==> src/clock_control_consts.vh <==
/*
  Constants of the clock prescale and source switch control block: register
  offsets, field positions, reset values, command codes and timing counts.
  Assumes it is included by bare name into each design file that needs it.
*/
// Behaviour
// Reserved register bits always read as zero.
// Divider select gives factor two to the code.
// Divider slows all system clocks, rewritable anytime.
// Divider change needs unlock write, then value.
// Software keeps interrupts off during divider change.
// Divider select resets from divide-by-eight fuse.
// Any unlocked divider value is accepted.
// Command unlock set only by lone unlock write.
// Command unlock clears after four cycles or command.
// Rewriting unlock neither restarts nor clears window.
// Commands need unlock then command within four cycles.
// Software keeps interrupts off during command sequence.
// Command codes decode to the seven actions.
// Ready flag clears on availability or enable.
// Ready flag sets when source confirmed stable.
// Software must time out on a dead source.
// Clock output select resets to inverted fuse.
// Clock output select acts only on output command.
// Start-up field resets from fuses, feeds commands.
// Source field resets from fuses, feeds commands.
// Recover command loads current source code.
// Divider unlock set, timed and cleared likewise.
// Division changes glitch-free, never faster than either.
// Watchdog auto-reload stays armed until reset.
// Each accepted command executes exactly once.
`ifndef CLOCK_CONTROL_CONSTS_VH
`define CLOCK_CONTROL_CONSTS_VH

// Byte offsets of the three registers on the 32-bit register bus.
`define OFS_DIVIDER        12'h000
`define OFS_COMMAND        12'h004
`define OFS_SELECTION      12'h008

// Field positions of the divider and command registers; the ready bit is in the command register only.
`define UNLOCK_BIT         7
`define READY_BIT          4
`define FIELD_MSB          3

// Fields of the source selection register.
`define SEL_CLOCK_OUTPUT_SELECT_BIT       6
`define SEL_SUT_MSB        5
`define SEL_SUT_LSB        4
`define SEL_SRC_MSB        3

// Lone unlock write pattern and the reset values of the divider field.
`define UNLOCK_PATTERN     8'h80
`define DIV_RESET_PLAIN    4'h0
`define DIV_RESET_BY_EIGHT 4'h3
`define DIV_MAX_CODE       4'h8

// Window length of both unlock bits, in system clock cycles.
`define UNLOCK_CYCLES      3'h4

// Clock command codes.
`define CMD_NONE           4'h0
`define CMD_DISABLE        4'h1
`define CMD_ENABLE         4'h2
`define CMD_AVAILABILITY   4'h3
`define CMD_SWITCH         4'h4
`define CMD_RECOVER        4'h5
`define CMD_WDT_RELOAD     4'h6
`define CMD_CLOCK_OUT      4'h7

// Bus answers.
`define RESP_OKAY          2'h0
`define RESP_SLVERR        2'h2

`endif

==> src/clock_prescale_and_switch_control.v <==
/*
  Clock prescale and source switch control: protected divider register,
  protected command register with source-ready flag, source selection
  register, command pulses to the clock switch, and an AXI4-Lite slave.
  Assumes fuse inputs are static, that the clock switch answers on
  current_source_code and source_stable, and that a bus master completes
  the second write of an unlock pair back to back.
*/
`timescale 1ns/10ps
`include "clock_control_consts.vh"

module clock_prescale_and_switch_control #(
  parameter ADDR_W = 12
) (
  // Clock and reset.
  input  wire              aclk,
  input  wire              aresetn,
  // Write address channel.
  input  wire [ADDR_W-1:0] awaddr,
  input  wire [2:0]        awprot,
  input  wire              awvalid,
  output reg               awready,
  // Write data channel.
  input  wire [31:0]       wdata,
  input  wire [3:0]        wstrb,
  input  wire              wvalid,
  output reg               wready,
  // Write response channel.
  output reg  [1:0]        bresp,
  output reg               bvalid,
  input  wire              bready,
  // Read address channel.
  input  wire [ADDR_W-1:0] araddr,
  input  wire [2:0]        arprot,
  input  wire              arvalid,
  output reg               arready,
  // Read data channel.
  output reg  [31:0]       rdata,
  output reg  [1:0]        rresp,
  output reg               rvalid,
  input  wire              rready,
  // Configuration fuses, raw bits, zero means programmed.
  input  wire              divide_by_eight_fuse,
  input  wire              clock_output_fuse,
  input  wire [1:0]        startup_time_fuse,
  input  wire [3:0]        source_select_fuse,
  // Answers from the clock switch.
  input  wire [3:0]        current_source_code,
  input  wire              source_stable,
  // Commands to the clock switch.
  output reg  [3:0]        command_source_code,
  output reg  [1:0]        command_startup_code,
  output reg               source_disable_pulse,
  output reg               source_enable_pulse,
  output reg               availability_request_pulse,
  output reg               source_switch_pulse,
  output reg               clock_output_update_pulse,
  output reg               clock_output_enable,
  output reg               watchdog_autoreload_mode,
  // Divided system clock enable.
  output wire              system_clock_tick
);

  // Register state.
  reg [3:0]  divider_select_reg;
  reg [2:0]  divider_window_reg;
  reg [3:0]  clock_command_code_reg;
  reg [2:0]  command_window_reg;
  reg        source_ready_flag_reg;
  reg        ready_pending_reg;
  reg        clock_output_select_reg;
  reg [1:0]  startup_time_code_reg;
  reg [3:0]  source_select_code_reg;

  // Bus holding registers.
  reg [ADDR_W-1:0] wr_addr_reg;
  reg [7:0]        wr_byte_reg;
  reg              wr_lane_reg;

  // Three-stage synchronisers for the clock switch answers.
  reg [4:0]  sync1_reg;
  reg [4:0]  sync2_reg;
  reg [4:0]  sync3_reg;
  reg [3:0]  current_code_reg;
  reg        stable_reg;
  reg        stable_prev_reg;

  // Decoded write strobes.
  wire       do_write;
  wire       wr_divider;
  wire       wr_command;
  wire       wr_selection;
  wire       wr_mapped;
  wire       divider_open;
  wire       command_open;
  wire       accept_divider;
  wire       accept_command;
  wire       stable_rise;
  wire [3:0] cmd;

  // True for a mapped register offset; shared by the read and write paths.
  function is_mapped;
    input [ADDR_W-1:0] addr;
    begin
      is_mapped = (addr == `OFS_DIVIDER) || (addr == `OFS_COMMAND) ||
                  (addr == `OFS_SELECTION);
    end
  endfunction

  // True for the lone unlock write, the only value that opens a window.
  function is_unlock;
    input [7:0] value;
    begin
      is_unlock = (value == `UNLOCK_PATTERN);
    end
  endfunction

  // The write is performed once both address and data are held.
  assign do_write     = !awready && !wready && !bvalid;
  assign wr_mapped    = is_mapped(wr_addr_reg);
  assign wr_divider   = do_write && wr_lane_reg && (wr_addr_reg == `OFS_DIVIDER);
  assign wr_command   = do_write && wr_lane_reg && (wr_addr_reg == `OFS_COMMAND);
  assign wr_selection = do_write && wr_lane_reg && (wr_addr_reg == `OFS_SELECTION);
  assign divider_open = (divider_window_reg != 3'h0);
  assign command_open = (command_window_reg != 3'h0);
  assign cmd          = wr_byte_reg[`FIELD_MSB:0];

  // A protected value counts only inside an open window with unlock low.
  assign accept_divider = wr_divider && divider_open &&
                          !wr_byte_reg[`UNLOCK_BIT];
  assign accept_command = wr_command && command_open &&
                          !wr_byte_reg[`UNLOCK_BIT];
  assign stable_rise    = stable_reg && !stable_prev_reg;

  // Write address and data are taken in either order, then answered.
  always @(posedge aclk) begin
    if (!aresetn) begin
      awready     <= 1'b1;
      wready      <= 1'b1;
      bvalid      <= 1'b0;
      bresp       <= `RESP_OKAY;
      wr_addr_reg <= {ADDR_W{1'b0}};
      wr_byte_reg <= 8'h00;
      wr_lane_reg <= 1'b0;
    end else begin
      if (awvalid && awready) begin
        awready     <= 1'b0;
        wr_addr_reg <= awaddr;
      end
      if (wvalid && wready) begin
        wready      <= 1'b0;
        wr_byte_reg <= wdata[7:0];
        wr_lane_reg <= wstrb[0];
      end
      if (do_write) begin
        bvalid <= 1'b1;
        bresp  <= wr_mapped ? `RESP_OKAY : `RESP_SLVERR;
      end
      if (bvalid && bready) begin
        bvalid  <= 1'b0;
        awready <= 1'b1;
        wready  <= 1'b1;
      end
    end
  end

  // Reads return the state seen at the cycle the address is taken.
  always @(posedge aclk) begin
    if (!aresetn) begin
      arready <= 1'b1;
      rvalid  <= 1'b0;
      rdata   <= 32'h0000_0000;
      rresp   <= `RESP_OKAY;
    end else begin
      if (arvalid && arready) begin
        arready <= 1'b0;
        rvalid  <= 1'b1;
        rresp   <= is_mapped(araddr) ? `RESP_OKAY : `RESP_SLVERR;
        case (araddr)
          `OFS_DIVIDER: begin
            rdata <= {24'h00_0000, divider_open, 3'h0,
                      divider_select_reg};
          end
          `OFS_COMMAND: begin
            rdata <= {24'h00_0000, command_open, 2'h0, source_ready_flag_reg,
                      clock_command_code_reg};
          end
          `OFS_SELECTION: begin
            rdata <= {24'h00_0000, 1'b0, clock_output_select_reg,
                      startup_time_code_reg, source_select_code_reg};
          end
          default: begin
            rdata <= 32'h0000_0000;
          end
        endcase
      end
      if (rvalid && rready) begin
        rvalid  <= 1'b0;
        arready <= 1'b1;
      end
    end
  end

  // Divider register. The window opens only on the lone unlock value and
  // counts down regardless of further unlock writes.
  always @(posedge aclk) begin
    if (!aresetn) begin
      divider_select_reg <= divide_by_eight_fuse ? `DIV_RESET_PLAIN
                                                 : `DIV_RESET_BY_EIGHT;
      divider_window_reg <= 3'h0;
    end else begin
      if (accept_divider) begin
        divider_select_reg <= wr_byte_reg[`FIELD_MSB:0];
        divider_window_reg <= 3'h0;
      end else if (wr_divider && !divider_open && is_unlock(wr_byte_reg)) begin
        divider_window_reg <= `UNLOCK_CYCLES;
      end else if (divider_open) begin
        divider_window_reg <= divider_window_reg - 3'h1;
      end
    end
  end

  // Command register and its unlock window.
  always @(posedge aclk) begin
    if (!aresetn) begin
      clock_command_code_reg <= `CMD_NONE;
      command_window_reg     <= 3'h0;
    end else begin
      if (accept_command) begin
        clock_command_code_reg <= cmd;
        command_window_reg     <= 3'h0;
      end else if (wr_command && !command_open && is_unlock(wr_byte_reg)) begin
        command_window_reg <= `UNLOCK_CYCLES;
      end else if (command_open) begin
        command_window_reg <= command_window_reg - 3'h1;
      end
    end
  end

  // Command execution. Every action but recover and watchdog reload is a single pulse
  // the cycle after the accepting write; the stored code is never decoded again, so it cannot retrigger.
  always @(posedge aclk) begin
    if (!aresetn) begin
      source_disable_pulse       <= 1'b0;
      source_enable_pulse        <= 1'b0;
      availability_request_pulse <= 1'b0;
      source_switch_pulse        <= 1'b0;
      clock_output_update_pulse  <= 1'b0;
      clock_output_enable        <= 1'b0;
      watchdog_autoreload_mode   <= 1'b0;
      command_source_code        <= 4'h0;
      command_startup_code       <= 2'h0;
    end else begin
      source_disable_pulse       <= accept_command && (cmd == `CMD_DISABLE);
      source_enable_pulse        <= accept_command && (cmd == `CMD_ENABLE);
      availability_request_pulse <= accept_command && (cmd == `CMD_AVAILABILITY);
      source_switch_pulse        <= accept_command && (cmd == `CMD_SWITCH);
      clock_output_update_pulse  <= accept_command && (cmd == `CMD_CLOCK_OUT);
      // Codes and the start-up field travel with the command they belong to.
      if (accept_command) begin
        command_source_code  <= source_select_code_reg;
        command_startup_code <= startup_time_code_reg;
      end
      // The output select bit only takes effect through its own command.
      if (accept_command && (cmd == `CMD_CLOCK_OUT)) begin
        clock_output_enable <= clock_output_select_reg;
      end
      // Once armed, only a reset leaves auto-reload mode.
      if (accept_command && (cmd == `CMD_WDT_RELOAD)) begin
        watchdog_autoreload_mode <= 1'b1;
      end
    end
  end

  // Selection register: plain writes, and the recover command overwrites
  // only the source field with the code in use.
  always @(posedge aclk) begin
    if (!aresetn) begin
      clock_output_select_reg <= ~clock_output_fuse;
      startup_time_code_reg   <= startup_time_fuse;
      source_select_code_reg  <= source_select_fuse;
    end else begin
      if (accept_command && (cmd == `CMD_RECOVER)) begin
        source_select_code_reg <= current_code_reg;
      end else if (wr_selection) begin
        clock_output_select_reg <= wr_byte_reg[`SEL_CLOCK_OUTPUT_SELECT_BIT];
        startup_time_code_reg   <= wr_byte_reg[`SEL_SUT_MSB:`SEL_SUT_LSB];
        source_select_code_reg  <= wr_byte_reg[`SEL_SRC_MSB:0];
      end
    end
  end

  // Answers from the switch cross into this domain through three stages;
  // the stable bit moves only when the second and third stages agree, which
  // filters a single metastable sample; a code bit is cleared whenever they disagree.
  always @(posedge aclk) begin
    if (!aresetn) begin
      sync1_reg        <= 5'h00;
      sync2_reg        <= 5'h00;
      sync3_reg        <= 5'h00;
      current_code_reg <= 4'h0;
      stable_reg       <= 1'b0;
      stable_prev_reg  <= 1'b0;
    end else begin
      sync1_reg       <= {source_stable, current_source_code};
      sync2_reg       <= sync1_reg;
      sync3_reg       <= sync2_reg;
      stable_prev_reg <= stable_reg;
      current_code_reg <= (current_code_reg & ~(sync2_reg[3:0] ^ sync3_reg[3:0])) |
                          (sync3_reg[3:0] & ~(sync2_reg[3:0] ^ sync3_reg[3:0]));
      if (sync2_reg[4] == sync3_reg[4]) begin
        stable_reg <= sync3_reg[4];
      end
    end
  end

  // Ready flag. A request clears it and arms a wait; it sets on a fresh
  // confirmation, or on a standing one once the wait is armed. The set
  // wins in a cycle where both happen, so no confirmation is lost.
  always @(posedge aclk) begin
    if (!aresetn) begin
      source_ready_flag_reg <= 1'b0;
      ready_pending_reg     <= 1'b0;
    end else begin
      if (stable_rise || (ready_pending_reg && stable_reg)) begin
        source_ready_flag_reg <= 1'b1;
        ready_pending_reg     <= 1'b0;
      end else if (accept_command &&
                   ((cmd == `CMD_AVAILABILITY) || (cmd == `CMD_ENABLE))) begin
        source_ready_flag_reg <= 1'b0;
        ready_pending_reg     <= 1'b1;
      end
    end
  end

  // The prescaler sits in its own module so the glitch-free period logic
  // can be reused for other divided enables.
  clock_prescaler #(
    .CNT_W (8)
  ) prescaler_inst (
    .aclk           (aclk),
    .aresetn        (aresetn),
    .divider_select (divider_select_reg),
    .tick_reg       (system_clock_tick)
  );

endmodule

==> src/clock_prescaler.v <==
/*
  Power-of-two system clock prescaler producing a one-cycle clock enable tick.
  Assumes the select input comes from a register on the same clock and that
  downstream logic uses the tick as its clock enable.
*/
`timescale 1ns/10ps
`include "clock_control_consts.vh"

module clock_prescaler #(
  parameter CNT_W = 8
) (
  // Clock and reset.
  input  wire             aclk,
  input  wire             aresetn,
  // Requested division code.
  input  wire [3:0]       divider_select,
  // Divided clock enable.
  output reg              tick_reg
);

  reg [3:0]       active_reg;
  reg [CNT_W-1:0] count_reg;
  wire            period_end;

  // Terminal count for a code; reserved codes run at the slowest factor.
  function [CNT_W-1:0] term_count;
    input [3:0] code;
    reg   [3:0] c;
    begin
      c = (code > `DIV_MAX_CODE) ? `DIV_MAX_CODE : code;
      term_count = (({{(CNT_W-1){1'b0}}, 1'b1} << c) - {{(CNT_W-1){1'b0}}, 1'b1});
    end
  endfunction

  assign period_end = (count_reg == term_count(active_reg));

  // A new factor is taken only when the running period has ended, so no
  // shortened period can appear between the old and new rates.
  always @(posedge aclk) begin
    if (!aresetn) begin
      active_reg <= `DIV_RESET_PLAIN;
      count_reg  <= {CNT_W{1'b0}};
      tick_reg   <= 1'b0;
    end else begin
      tick_reg <= period_end;
      if (period_end) begin
        active_reg <= divider_select;
        count_reg  <= {CNT_W{1'b0}};
      end else begin
        count_reg <= count_reg + {{(CNT_W-1){1'b0}}, 1'b1};
      end
    end
  end

endmodule

==> config.mk <==
export PLATFORM = sky130hd
export DESIGN_NAME = clock_prescale_and_switch_control
export DESIGN_NICKNAME = d
export VERILOG_FILES = /design/src/clock_prescale_and_switch_control.v /design/src/clock_prescaler.v
export VERILOG_INCLUDE_DIRS = /design/src /design/src/src
export SDC_FILE = /design/constraint.sdc
export NUM_CORES = 1
export LEC_CHECK = 0
export BUFFER_PORTS_ARGS = -buffer_cell sky130_fd_sc_hd__buf_2
export CORE_MARGIN = 2
export CORE_UTILIZATION = 51
export DETAILED_ROUTE_END_ITERATION = 6
export PLACE_DENSITY = 0.77
export SLEW_MARGIN = 25
export SYNTH_ARGS = -nofsm -noshare
export SYNTH_HDL_FRONTEND = slang
export SYNTH_SLANG_ARGS = --single-unit
==> constraint.sdc <==
create_clock -name aclk -period 3.05 [get_ports aclk]
set_input_delay 0 -clock aclk [delete_from_list [all_inputs] [get_ports aclk]]
set_output_delay 0 -clock aclk [all_outputs]
set_load 0.01 [all_outputs]
==> flow_summary.json <==
{
  "p_total_mw": 3.99,
  "finalNetCount": 735,
  "syn_area_per_cell_um2": 8.89,
  "drtAntennaViolNets": 0,
  "wire_per_inst_um": 14.1,
  "start_util_pct": 52.9,
  "synth_area_leaders": "dfxtp_1 41%, edfxtp_1 7.1%, nand2_1 5.8%, a21oi_1 4.9%, buf_4 4.2%",
  "pre_cts_ws_ns": 0.366,
  "rrSetupSlack_ns": 0.34,
  "r2r-start": "prescaler_inst.active_reg[1]",
  "drtPass1Iterations": 4,
  "grt_max_degree": 34,
  "whs_ns": 0.0511,
  "finalSetupViolCount": 0,
  "cellLeakagePower_nw": 2.44,
  "postSynth.asyncResetShare_pct": 0,
  "drive_gt1_share_pct": 18.7,
  "core_area_um2": 8760,
  "grt_usage_pct": 21.7,
  "hold_start": "source_select_fuse[0]",
  "cts_tree": "yes",
  "synth_flop_cell": "dfxtp_1",
  "hold_path_end": "source_select_code_reg[0]",
  "cts-htree-levels": 3,
  "power_density_nw_per_um2": 697,
  "finalCoreUtilization_pct": 65.3,
  "yosys.area.top_type": "dfxtp_1",
  "dieArea_um2": 9860,
  "clock-root-buffer": "clkbuf_8",
  "io_buffer_count": 81,
  "start_kind": "flip-flop",
  "max_freq_mhz": 369,
  "cap_viol_max_count": 0,
  "timing.rr.end": "prescaler_inst.count_reg[6]",
  "synthCells": 521,
  "grt_overflow_total": 0,
  "worstPathArrival_ns": 2.95,
  "worstPathMaxFanout": 9,
  "end_kind": "flip-flop",
  "r2r_cells": 8,
  "multi_input_area_um2": 2100,
  "critical_path_class": "flip-flop to flip-flop",
  "skew_ns": 0.0163,
  "maxSlewHeadroom_pct": 60.9,
  "setup_tns_ns": 0,
  "drtIter0Drc": 198,
  "clk_latency_ns": 0.37,
  "worstMarginPinSlew_ns": 0.585,
  "ir_drop_mv": 0.398,
  "via_per_inst": 5.17,
  "grt_pass1_wl_mm": 17.3,
  "fillers": 693,
  "via_count": 3885,
  "hold_viol_final": 0,
  "die_w_um": 99.3,
  "clock_path_buffers": 2,
  "drt-total-wl_mm": 10.6,
  "synth_top_area_share_pct": 41.0,
  "antenna_found_initial": 0,
  "grt_pass1_vias": 3774,
  "cts_sinks": 106,
  "min_period_ns": 2.71,
  "drv_slew": 0,
  "seq_area_um2": 2230,
  "area_delta_synth_final_pct": 23.5,
  "synth_edf_count": 11,
  "yosysSeqAreaShare_pct": 48.2,
  "synthDistinctLibCells": 52,
  "synth-seq-cells": 106,
  "hp-class": "input pin to flip-flop",
  "post-route-drc-count": 0,
  "row_count": 34,
  "ios": 141,
  "numCtsBuffers": 9,
  "min_path_cells": 3,
  "ctsResizeCount": 0,
  "status": "finished clean",
  "num_antenna_cells": 0,
  "cp.required_ns": 3.29,
  "synth_warnings": 0,
  "syn_area_um2": 4630,
  "die_y_um": 99.3,
  "setup_ws_ns": 0.340,
  "hpwl_mm": 6.94,
  "rsz0062_at_grt": "no",
  "largest_reg_flops": 12,
  "gp_congestion": 0.842,
  "path_clk_slew_ns": 0.10,
  "finalCritPeriodShare_pct": 88.9
}
[per-stage QoR]
step / instances / instance area, um2
after global routing: 751 / 5720
after floorplan: 546 / 4730
after global placement: 687 / 5010
final: 751 / 5720
after CTS: 751 / 5720
after detailed placement: 687 / 5010
[placed cells by master (no fill, tap or decap), types with 4 or more instances in the layout]
cell type | synthesis | routed
dfxtp_1 | 95 | 95
buf_2 | 4 | 81
nand2_1 | 71 | 71
dlygate4sd3_1 | 0 | 48
a21oi_1 | 45 | 45
nor2_1 | 41 | 41
nand3_1 | 28 | 28
conb_1 | 1 | 26
o21ai_0 | 25 | 25
inv_1 | 23 | 23
and2_1 | 18 | 18
mux2i_1 | 11 | 11
ha_1 | 11 | 11
edfxtp_1 | 11 | 11
nor3_1 | 9 | 9
clkbuf_8 | 0 | 9
buf_4 | 26 | 7
and3_1 | 6 | 6
nor4_1 | 6 | 6
xor2_1 | 6 | 6
xnor2_1 | 6 | 6
a31oi_1 | 5 | 5
mux2_2 | 4 | 4
a32o_1 | 4 | 4
[where the power goes]
group	internal, mW	total [mW]	leakage, nW	switching, mW
sequential	1.53	1.68	0.886	0.146
combinational	0.603	1.36	1.44	0.753
clock	0.447	0.955	0.117	0.508
total	2.58	3.99	2.44	1.41
[Yosys cell counts, drive strengths merged (3+ instances only)]
cell type   n
xnor2       6
buf        33
ha         11
nor4        9
o21ai      25
nor4b       3
and2       18
mux2i      11
nand3      28
a31oi       5
nor3       11
a21oi      45
nand4       5
dfxtp      95
and3        6
xor2        6
a32o        4
or3         3
nor2       41
clkbuf     22
inv        23
edfxtp     11
nor2b       3
nand2      71
mux2        4
[what timing repair did]
item                                   in CTS  in global routing
endpoints found under the hold margin      39                  0
hold buffers                               48                  0
buffers inserted                            0                  0
[metal layers]
metal / global-route usage [%] / vias to the layer above / routed length (um)
met3: 3.79 / 23 / 457
met1: 27.0 / 1800 / 4590
met5: 0 / - / 0
li1: - / 1957 / -
met4: 9.80 / 0 / 265
met2: 37.0 / 105 / 5250
[critical path, stage by stage (launching register included)]
cell	delay, ns
dfxtp_1	0.40
or4b_2	0.69
ha_1	0.25
nor3_1	0.16
a21oi_1	0.08
o21ai_0	0.27
xor2_1	0.22
o31ai_4	0.43
nor2_1	0.10
[worst max path at each step]
stage                                       startpoint                           end  slack, ns
after global placement    prescaler_inst.active_reg[1]   prescaler_inst.count_reg[7]       0.52
after floorplan           prescaler_inst.active_reg[1]  prescaler_inst.active_reg[0]       0.61
final                     prescaler_inst.active_reg[1]   prescaler_inst.count_reg[6]       0.34
after global routing      prescaler_inst.active_reg[1]   prescaler_inst.count_reg[6]       0.19
after detailed placement  prescaler_inst.active_reg[1]   prescaler_inst.count_reg[6]       0.37
after CTS                 prescaler_inst.active_reg[1]   prescaler_inst.count_reg[6]       0.34
[final cells by class]
class	count	area share (%)
sequential	106	39.0
multi-input combinational	362	36.7
tap	108	2.36
inverter	23	1.51
clock buffer	10	2.60
clock inverter	6	1.40
timing repair buffer	136	16.4
[kinds of logic (layout without fill, tap and decap cells)]
family	count (synthesis)	count (layout)	synth area share [%]
buffers and inverters	78	175	8.53
XOR/XNOR	12	12	2.27
AO/OA/AOI/OAI	92	92	11.9
flip-flops	106	106	48.2
multiplexers	15	15	3.35
adder cells (fa/ha/maj)	11	11	2.97
AND/OR/NAND/NOR	206	206	22.8
other	1	26	0.0809
Power figures use the tool's default switching activity.
